$ cat config.mk
export PLATFORM = sky130hd
export DESIGN_NAME = bpsc_top
export DESIGN_NICKNAME = d
export VERILOG_FILES = /design/src/bpsc_pkg.sv /design/src/bpsc_sync.sv /design/src/bpsc_top.sv
export SDC_FILE = /design/constraint.sdc
export NUM_CORES = 1
export LEC_CHECK = 0
export BUFFER_PORTS_ARGS = -buffer_cell sky130_fd_sc_hd__buf_2
export CORE_ASPECT_RATIO = 1.5
export CORE_MARGIN = 8
export CORE_UTILIZATION = 40
export CTS_CLUSTER_SIZE = 12
export DETAILED_ROUTE_END_ITERATION = 8
export GPL_TIMING_DRIVEN = 0
export HOLD_SLACK_MARGIN = 0.15
export PLACE_DENSITY = 0.63
export SLEW_MARGIN = 20
export SYNTH_ARGS = -nofsm -noshare
export SYNTH_HDL_FRONTEND = slang
export SYNTH_SLANG_ARGS = --single-unit
export TNS_END_PERCENT = 10
$ cat constraint.sdc
create_clock -name clk_i -period 3.48 [get_ports clk_i]
set_input_delay 0.174 -clock clk_i [delete_from_list [all_inputs] [get_ports clk_i]]
set_output_delay 0.174 -clock clk_i [all_outputs]
set_load 0.01 [all_outputs]
$ cat src/bpsc_pkg.sv
package bpsc_pkg;

  // Field widths
  localparam int unsigned BPSC_POS_W = 8;
  localparam int unsigned BPSC_ALIVE_W = 2;
  localparam int unsigned BPSC_RTYPE_W = 2;
  localparam int unsigned BPSC_GEAR_W = 4;

  // Pedal position end points
  localparam logic [BPSC_POS_W-1:0] BPSC_POS_REST = 8'h00;
  localparam logic [BPSC_POS_W-1:0] BPSC_POS_FULL = 8'hff;

  // Request type encodings
  localparam logic [BPSC_RTYPE_W-1:0] BPSC_RT_NONE = 2'h0;
  localparam logic [BPSC_RTYPE_W-1:0] BPSC_RT_MAX = 2'h1;
  localparam logic [BPSC_RTYPE_W-1:0] BPSC_RT_MIN = 2'h2;
  localparam logic [BPSC_RTYPE_W-1:0] BPSC_RT_HOLD = 2'h3;

  // Requested gear encodings
  localparam logic [BPSC_GEAR_W-1:0] BPSC_GEAR_NONE = 4'h0;
  localparam logic [BPSC_GEAR_W-1:0] BPSC_GEAR_FIRST = 4'h1;
  localparam logic [BPSC_GEAR_W-1:0] BPSC_GEAR_LAST = 4'h8;

  // Alive count reset value and step
  localparam logic [BPSC_ALIVE_W-1:0] BPSC_ALIVE_RST = 2'h0;
  localparam logic [BPSC_ALIVE_W-1:0] BPSC_ALIVE_STEP = 2'h1;

  // Transmission period
  localparam int unsigned BPSC_CLK_HZ = 50_000_000;
  localparam int unsigned BPSC_TX_PERIOD_MS = 15;
  localparam int unsigned BPSC_TX_PERIOD_CYC = (BPSC_CLK_HZ / 1000) * BPSC_TX_PERIOD_MS;
  localparam int unsigned BPSC_CNT_W = 20;

  typedef struct packed {
    logic [BPSC_RTYPE_W-1:0] req_type;
    logic [BPSC_GEAR_W-1:0] req_gear;
  } bpsc_gear_t;

  typedef struct packed {
    logic init_travel;
    logic init_invalid;
    logic mod_travel;
    logic mod_invalid;
    logic [BPSC_POS_W-1:0] position;
    logic [BPSC_ALIVE_W-1:0] alive;
    bpsc_gear_t gear;
  } bpsc_frame_t;

endpackage

$ cat src/bpsc_sync.sv
`timescale 1ns/10ps
module bpsc_sync #(
  parameter int unsigned W = 1
) (
  input wire logic clk_i,
  input wire logic rst_i,
  input wire logic [W-1:0] d_i,
  output logic [W-1:0] q_o
);
  logic [W-1:0] s1;
  logic [W-1:0] s2;
  logic [W-1:0] s3;
  logic [W-1:0] next_q;

  // A bit changes only when the second and third stages agree
  always_comb begin
    next_q = ((s2 ~^ s3) & s3) | ((s2 ^ s3) & q_o);
  end

  always_ff @(posedge clk_i or posedge rst_i) begin
    if (rst_i) begin
      s1 <= '0;
      s2 <= '0;
      s3 <= '0;
      q_o <= '0;
    end else begin
      s1 <= d_i;
      s2 <= s1;
      s3 <= s2;
      q_o <= next_q;
    end
  end
endmodule // bpsc_sync

$ cat src/bpsc_top.sv
`timescale 1ns/10ps
module bpsc_top import bpsc_pkg::*; #(
  parameter int unsigned TX_PERIOD_CYC = BPSC_TX_PERIOD_CYC
) (
  input wire logic clk_i,
  input wire logic rst_i,
  input wire logic [BPSC_POS_W-1:0] pedal_pos_i,
  input wire logic brake_switch_i,
  input wire logic sensor_fitted_i,
  input wire logic discrete_only_i,
  input wire logic [BPSC_POS_W-1:0] init_thresh_i,
  input wire logic [BPSC_POS_W-1:0] mod_thresh_i,
  input wire logic init_diag_fail_i,
  input wire logic init_fault_stored_i,
  input wire logic mod_diag_fail_i,
  input wire logic mod_fault_stored_i,
  input wire logic shift_ctrl_en_i,
  input wire bpsc_gear_t gear_req_i,
  output bpsc_frame_t frame_o,
  output logic frame_strobe_o
);

  function automatic logic bpsc_crossed(input logic [BPSC_POS_W-1:0] pos,
                                        input logic [BPSC_POS_W-1:0] thr);
    bpsc_crossed = (pos >= thr);
  endfunction

  // Active request type with a real gear
  function automatic logic bpsc_gear_ok(input bpsc_gear_t req);
    bpsc_gear_ok = (req.req_type != BPSC_RT_NONE)
                   && (req.req_gear >= BPSC_GEAR_FIRST)
                   && (req.req_gear <= BPSC_GEAR_LAST);
  endfunction

  logic [BPSC_POS_W-1:0] pos_s;
  logic sw_s;

  // Pin inputs from the sensor and the redundant switch
  bpsc_sync #(.W(BPSC_POS_W + 1)) u_sync (
    .clk_i(clk_i),
    .rst_i(rst_i),
    .d_i({pedal_pos_i, brake_switch_i}),
    .q_o({pos_s, sw_s})
  );

  // Transmission period divider
  logic [BPSC_CNT_W-1:0] cnt;
  logic [BPSC_CNT_W-1:0] next_cnt;
  logic tick;

  always_comb begin
    tick = (cnt == BPSC_CNT_W'(TX_PERIOD_CYC - 1));
    next_cnt = tick ? '0 : cnt + BPSC_CNT_W'(1);
  end

  always_ff @(posedge clk_i or posedge rst_i) begin
    if (rst_i) begin
      cnt <= '0;
    end else begin
      cnt <= next_cnt;
    end
  end

  // Frame formation
  bpsc_frame_t next_frame;
  logic next_strobe;

  always_comb begin
    next_frame = frame_o;
    next_strobe = tick;
    if (tick) begin
      next_frame.init_travel = sw_s
                               || (sensor_fitted_i && bpsc_crossed(pos_s, init_thresh_i));
      next_frame.init_invalid = init_diag_fail_i && init_fault_stored_i;
      if (sensor_fitted_i) begin
        next_frame.mod_travel = bpsc_crossed(pos_s, mod_thresh_i);
        next_frame.mod_invalid = mod_diag_fail_i && mod_fault_stored_i;
      end else begin
        next_frame.mod_travel = 1'b0;
        next_frame.mod_invalid = 1'b0;
      end
      if (discrete_only_i) begin
        next_frame.position = sw_s ? BPSC_POS_FULL : BPSC_POS_REST;
      end else begin
        next_frame.position = pos_s;
      end
      next_frame.alive = frame_o.alive + BPSC_ALIVE_STEP;
      next_frame.gear.req_type = BPSC_RT_NONE;
      next_frame.gear.req_gear = BPSC_GEAR_NONE;
      if (shift_ctrl_en_i && bpsc_gear_ok(gear_req_i)) begin
        next_frame.gear = gear_req_i;
      end
    end
  end

  always_ff @(posedge clk_i or posedge rst_i) begin
    if (rst_i) begin
      frame_o <= '0;
      frame_strobe_o <= 1'b0;
    end else begin
      frame_o <= next_frame;
      frame_strobe_o <= next_strobe;
    end
  end

  // Checking helpers
  logic [BPSC_ALIVE_W-1:0] prev_alive;
  logic [BPSC_ALIVE_W-1:0] next_prev_alive;
  logic [BPSC_CNT_W-1:0] gap_cnt;
  logic [BPSC_CNT_W-1:0] next_gap_cnt;

  // Last alive count sent and cycles since the last strobe
  always_comb begin
    next_prev_alive = frame_strobe_o ? frame_o.alive : prev_alive;
    next_gap_cnt = frame_strobe_o ? BPSC_CNT_W'(1) : gap_cnt + BPSC_CNT_W'(1);
  end

  always_ff @(posedge clk_i or posedge rst_i) begin
    if (rst_i) begin
      prev_alive <= BPSC_ALIVE_RST;
      gap_cnt <= '0;
    end else begin
      prev_alive <= next_prev_alive;
      gap_cnt <= next_gap_cnt;
    end
  end
endmodule // bpsc_top

== Word-level counts from Yosys, hierarchy flattened ==
Index checks and enable logic that the tools add are counted.
Word-level totals
  register bits: 77
  latch bits: 0
  bits in writable memories: 0
  bits in read-only memories: 0
  input port bits: 40
  output and inout bits: 21
  word-level logic and storage cells: 39
  memories kept: 0
Operators by class
  add/sub/neg operators: 2
  multiply operators: 0
  div/mod/pow operators: 0
  $lt $le $gt $ge: 4
  eq/ne operators: 1
  shifts and indexed selects: 0
  muxes and demuxes: 5
  bitwise gates (word level): 5
  reductions and logical operators: 8
Operators with widths (number)
  20-bit by 1-bit adder with 20-bit output (second input constant): 1
  20-bit equality test (second input constant): 1
  20-bit 2-to-1 mux: 1
  9-bit bitwise AND: 2
  8-bit greater-or-equal comparator: 2
  8-bit 2-to-1 mux: 2
  9-bit OR: 1
  9-bit XNOR: 1
  9-bit XOR: 1
  1-bit logical AND: 6
  6-bit 2-to-1 mux: 1
  4-bit by 1-bit greater-or-equal comparator with 1-bit output (second input constant): 1
  4-bit <= comparator (second input constant): 1
  2-bit by 1-bit adder with 2-bit output (second input constant): 1
  2-bit 2-to-1 mux: 1
  2-bit nonzero test: 1
  1-bit logical OR: 1

== Logic depth before layout (Yosys ltp) ==
  depth in word-level cells: 5
  gate-level depth with buffers: 8
  gate-level depth less buffers: 7

== Modules after synthesis ==
From an unflattened synthesis, not the netlist that was laid out.
Second synthesis, totals
  cells, all modules: 280
  area, all modules: 3311.9 um^2
By module, submodules not included
  bpsc_top: times used 1, cells each 225, area an instance 2227.1 um^2, seq. area each 1026.0 um^2
  bpsc_sync: times used 1, cells each 55, area an instance 1084.8 um^2, seq. area each 900.9 um^2

== Least setup slack after synthesis ==
No wires, ideal clock.
  path type: flip-flop to flip-flop
  start point: reg cnt[0]
  end point: reg frame_o[0] (netlist name)
  library setup time: 0.121 ns
  arrival time: 1.712 ns
  required time: 3.359 ns
  setup slack: 1.647 ns
  stages on the path, launching flop included: 8
  buffers on the path: 2
  period minus slack after synthesis: 1.833 ns
  cell sequence: dfrtp_1 > ha_1 > and3_1 > nand4_1 > or3_1 > buf_6 > buf_2 > a22o_1
Between the ends
  cells in the longest elaborated chain, start to end: 1
Ends and longest elaborated chain
  start, declared: line bpsc_top.sv:47  | logic [BPSC_CNT_W-1:0] cnt;
  start signal, assigned: line bpsc_top.sv:60  | cnt <= next_cnt;
  20-bit equality test: line bpsc_top.sv:52  | tick = (cnt == BPSC_CNT_W'(TX_PERIOD_CYC - 1));
  end signal, assigned: line bpsc_top.sv:101  | frame_o <= next_frame;
  end, declared: line bpsc_top.sv:19  | output bpsc_frame_t frame_o,
Every way passes these cells.
A chain may end at the register's enable or synchronous reset.

== Final worst setup path ==
  start point: reg cnt[6]
  end point: reg frame_o[18] (netlist name)
The elaborated chain is that of the path after synthesis.

==> results.md <==
- From synthesis to final layout, the design area changed by 30.04%.
- The net count reported at finish is 436.
- Including well taps, the total number of placed cells is 443.
- The routability congestion estimate from global placement is 0.7933.
- The floorplan has 40 rows.
- The final instance area is 4263 um2.
- After detailed routing, the total wire length is 6655 um.
- Clock tree synthesis inserted a total of 9 buffers.
- The source of the worst hold timing path is u_sync.s1[4]$_DFF_PP0_.
- Using the TritonRoute via totals, the vias-per-cell ratio works out to 4.819.
- The area share of the leading cell type in the synthesized netlist is 58.78%.
- Setup repair after global routing left no endpoint under its margin.
- The worst hold path terminates at u_sync.s2[4]$_DFF_PP0_.
- Summed over all failing endpoints, the final setup total negative slack is 0 ps.
- Yosys printed 0 warnings.
- The final antenna diode count is 0.
- The share of flip-flops with an asynchronous set or reset is 100.0%.
- The endpoint of the most critical register-to-register path is frame_o[18]$_DFFE_PP0N_.
- By area the synthesized netlist is led by sky130_fd_sc_hd__dfrtp_1, sky130_fd_sc_hd__ha_1, sky130_fd_sc_hd__nand2_1.
- Gates resized during post-CTS repair numbered 0.
- The HPWL after detailed placement is 4873 um.
- During placement, the flow inserted port buffers numbering 59.
- Counting both buffers and inverters, the worst setup path holds a total of 1.
- The post-detailed-placement cell area is 3735 um2.
- After clock tree synthesis, the clock-pin slew on the worst setup and hold paths is 60 ps.
- Across the routed clock network, the largest skew measured is 7.186 ps.
- The I/O pin total is 61.
- The tree built by TritonCTS fans out to 77 sinks.
- After synthesis the cells add up to 3278 um2.
- Cells fill 53.23% of the core in the end.
- The tightest min-delay check is of the reg2reg type.
- The commonest non-fill, non-tap cell in the layout is sky130_fd_sc_hd__dfrtp_1.
- The floorplan step set the die height to 126.9 um.
- The count of routing violations after the opening detailed-route iteration is 97.
- The number of buffers on the longest clock path is 2.
- The highest net fanout along the worst path is 5.
- The floorplan core area is 8008 um2.
- For this run the aggregate overflow at the end of global routing stands at 0.
- The sequential area share after synthesis is 58.78%.
- The fmax is 396.0 MHz.
- The number of instances on the worst hold path is 0.
- The instance count of the mapped netlist is 278.
- The kind of cell adding the most delay to the critical path is simple AND/OR/NAND/NOR gates.
- The filler cells instantiated in the layout total 731.
- The post-CTS setup buffer count is 0.
- The source-to-sink clock delay at the later pin of the worst-skew pair is 330 ps.
- The width of the die is 89.92 um.
- After layout, the design draws a total of 2.084 mW.
- The type of the worst setup path is reg2reg.
- The number of H-tree levels is 3.
- Across the whole layout, storage elements account for 1927 um2.
- Synthesis inferred 77 register bits.
- The delay of the slowest cell on the worst path is 620 ps.
- The static leakage power is 2.152 nW.
- The number of nets handed over by synthesis was 344.
- Before antenna repair, the detailed router went through 4 iterations.
- The DRC violations left is 0.
- Summing all multi-input logic gate instances after layout gives 1240 um2.
- The clock tree from TritonCTS is built.
- The post-detailed-route wirelength per cell is 13.86 um.
- The library cells used most frequently in the layout, excluding fill and tap cells, are sky130_fd_sc_hd__dfrtp_1, sky130_fd_sc_hd__buf_2, sky130_fd_sc_hd__ha_1.
- The peak ir drop on the vdd network is 0.2581 mV.
- The initial antenna violation count is 0.
- The final critical path takes up 72.57% of the cycle.
- A synthesized cell averages 11.79 um2.
- In this run the clock root is driven by a sky130_fd_sc_hd__clkbuf_16.
- The startpoint kind of the worst setup timing path is a flip-flop.
- Power spread over the standard cell area amounts to 488.9 nW/um2.
- The maximum number of pins on one net before global-route repair is 59.
- Across all register-to-register paths, the minimum setup slack is 950 ps.
- The biggest area contributor in the post-synthesis netlist is sky130_fd_sc_hd__dfrtp_1.
- The remaining max-slew budget at the tightest pin is 50.16%.
- The tool flagged a number of max-cap violations equal to 0.
- Yosys mapped a number of flops with a built-in enable equal to 0.
- The floorplan die area is 11410 um2.
- The predominant post-synthesis flop cell is sky130_fd_sc_hd__dfrtp_1.
- The worst register-to-register path begins at cnt[6]$_DFF_PP0_.
- In this run, post-CTS hold repair placed 21 buffers.
- The distinct cell type count of the synthesized netlist is 33.
- The worst setup path is captured at a flip-flop.
- The total routing resource utilization after global routing is 12.52%.
- The clock period minus worst slack is 2525 ps.
- Setup violations remaining at the end of the flow were counted as 0.
- The critical path arrival is 2790 ps.
- After the flow finishes, the layout carries non-filler instances totaling 480.
- The slew at the pin closest to its max-slew limit is 740.8 ps.
- For the worst setup path, the data required time is 3750 ps.
- In this run the number of cells on the critical path is 6.
- The critical path goes through nor4bb_1 -> nand4_1 -> nor3_1 -> nand3_1 -> dlygate4sd3_1 -> nand2_1.
- The highest-delay cell along the critical path is sky130_fd_sc_hd__dlygate4sd3_1.
- The initial utilization of the core area, before any placement, comes to 40.94%.
- The post-route netlist has 21.33% of its cells at a drive strength greater than 1.
- The depth of the most critical reg-to-reg path is 6.
- The hold violation count in the final report is 0.
- The via count is 2313.
- The number of global-route vias before repair is 2448.
- The final-report max-slew violation count is 0.
- The final antenna-violating net count is 0.
- The first global-routing pass estimated 11560 um of wire.
- The run finished with clean final reports.
## state kept, by name, summed over array words and instances, names as in the netlist
name,count
cnt,20
frame_o,20
u_sync.q_o,9
u_sync.s1,9
u_sync.s2,9
u_sync.s3,9
frame_strobe_o,1
## metal layers
layer	global-route usage, %	up-vias	routed length, um
met2	21.22	49	3328
met5	0	-	0
li1	-	1147	-
met1	13.92	1110	2864
met4	5.315	0	100
met3	4.368	7	361
## kinds of logic after synthesis
logic type               share of synthesized area (%)
multiplexers                                     2.443
XOR/XNOR                                         4.809
adder cells (fa/ha/maj)                          9.924
AO/OA/AOI/OAI                                    9.046
AND/OR/NAND/NOR                                  11.60
buffers and inverters                            3.397
flip-flops                                       58.78
## how the worst max path moves through the flow
stage	from	end
after global routing	cnt[18]$_DFF_PP0_	frame_o[18]$_DFFE_PP0N_
final	cnt[6]$_DFF_PP0_	frame_o[18]$_DFFE_PP0N_
after detailed placement	cnt[0]$_DFF_PP0_	cnt[4]$_DFF_PP0_
after floorplan	rst_i	cnt[0]$_DFF_PP0_
after global placement	rst_i	u_sync.q_o[3]$_DFF_PP0_
after CTS	cnt[6]$_DFF_PP0_	frame_o[18]$_DFFE_PP0N_
## worst register-to-register path: stages (launching register included)
cell                            delay (ps)
sky130_fd_sc_hd__dfrtp_1               400
sky130_fd_sc_hd__nor4bb_1              430
sky130_fd_sc_hd__nand4_1               170
sky130_fd_sc_hd__nor3_1                590
sky130_fd_sc_hd__nand3_1               180
sky130_fd_sc_hd__dlygate4sd3_1         620
sky130_fd_sc_hd__nand2_1                80
## layout make-up
type / count / share of cell area, %
Buffer: 7 / 0.8512
Sequential cell: 77 / 45.20
Clock inverter: 5 / 1.996
Timing Repair Buffer: 81 / 12.50
Clock buffer: 11 / 5.459
Tap cell: 105 / 3.082
Multi-Input combinational cell: 174 / 29.09
Inverter: 20 / 1.820
## report_power, final
| group | leakage [nW] | total (mW) | switching, mW | internal [mW] |
|---|---|---|---|---|
| clock | 0.150 | 0.978 | 0.347 | 0.630 |
| combinational | 1.08 | 0.158 | 0.0760 | 0.0816 |
| sequential | 0.923 | 0.949 | 0.0225 | 0.926 |
| total | 2.15 | 2.08 | 0.446 | 1.64 |
## synth_stat cells (2+ instances only)
| library cell | number |
|---|---|
| sky130_fd_sc_hd__nand2_1 | 24 |
| sky130_fd_sc_hd__nand3_1 | 11 |
| sky130_fd_sc_hd__clkbuf_1 | 3 |
| sky130_fd_sc_hd__ha_1 | 26 |
| sky130_fd_sc_hd__nand4_1 | 3 |
| sky130_fd_sc_hd__and4_1 | 2 |
| sky130_fd_sc_hd__or3_1 | 3 |
| sky130_fd_sc_hd__a21o_1 | 9 |
| sky130_fd_sc_hd__nor3_1 | 7 |
| sky130_fd_sc_hd__and3_1 | 4 |
| sky130_fd_sc_hd__buf_2 | 2 |
| sky130_fd_sc_hd__mux2i_1 | 8 |
| sky130_fd_sc_hd__xor2_1 | 10 |
| sky130_fd_sc_hd__nor4_1 | 2 |
| sky130_fd_sc_hd__a21oi_1 | 7 |
| sky130_fd_sc_hd__inv_1 | 20 |
| sky130_fd_sc_hd__and2_1 | 2 |
| sky130_fd_sc_hd__o21ai_0 | 17 |
| sky130_fd_sc_hd__nor2_1 | 16 |
| sky130_fd_sc_hd__a22o_1 | 6 |
| sky130_fd_sc_hd__dfrtp_1 | 77 |
| sky130_fd_sc_hd__xnor2_1 | 8 |
## metrics by stage
stage / hold WS (ps) / setup WS, ps
2_1_floorplan: 205.4 / 1339
4_1_cts: 339.9 / 960.6
3_5_place_dp: 148.9 / 1201
6_report: 337.3 / 954.6
5_1_grt: 345.5 / 715.6
3_3_place_gp: 282.8 / 421.3
Power figures use the tool's default switching activity.
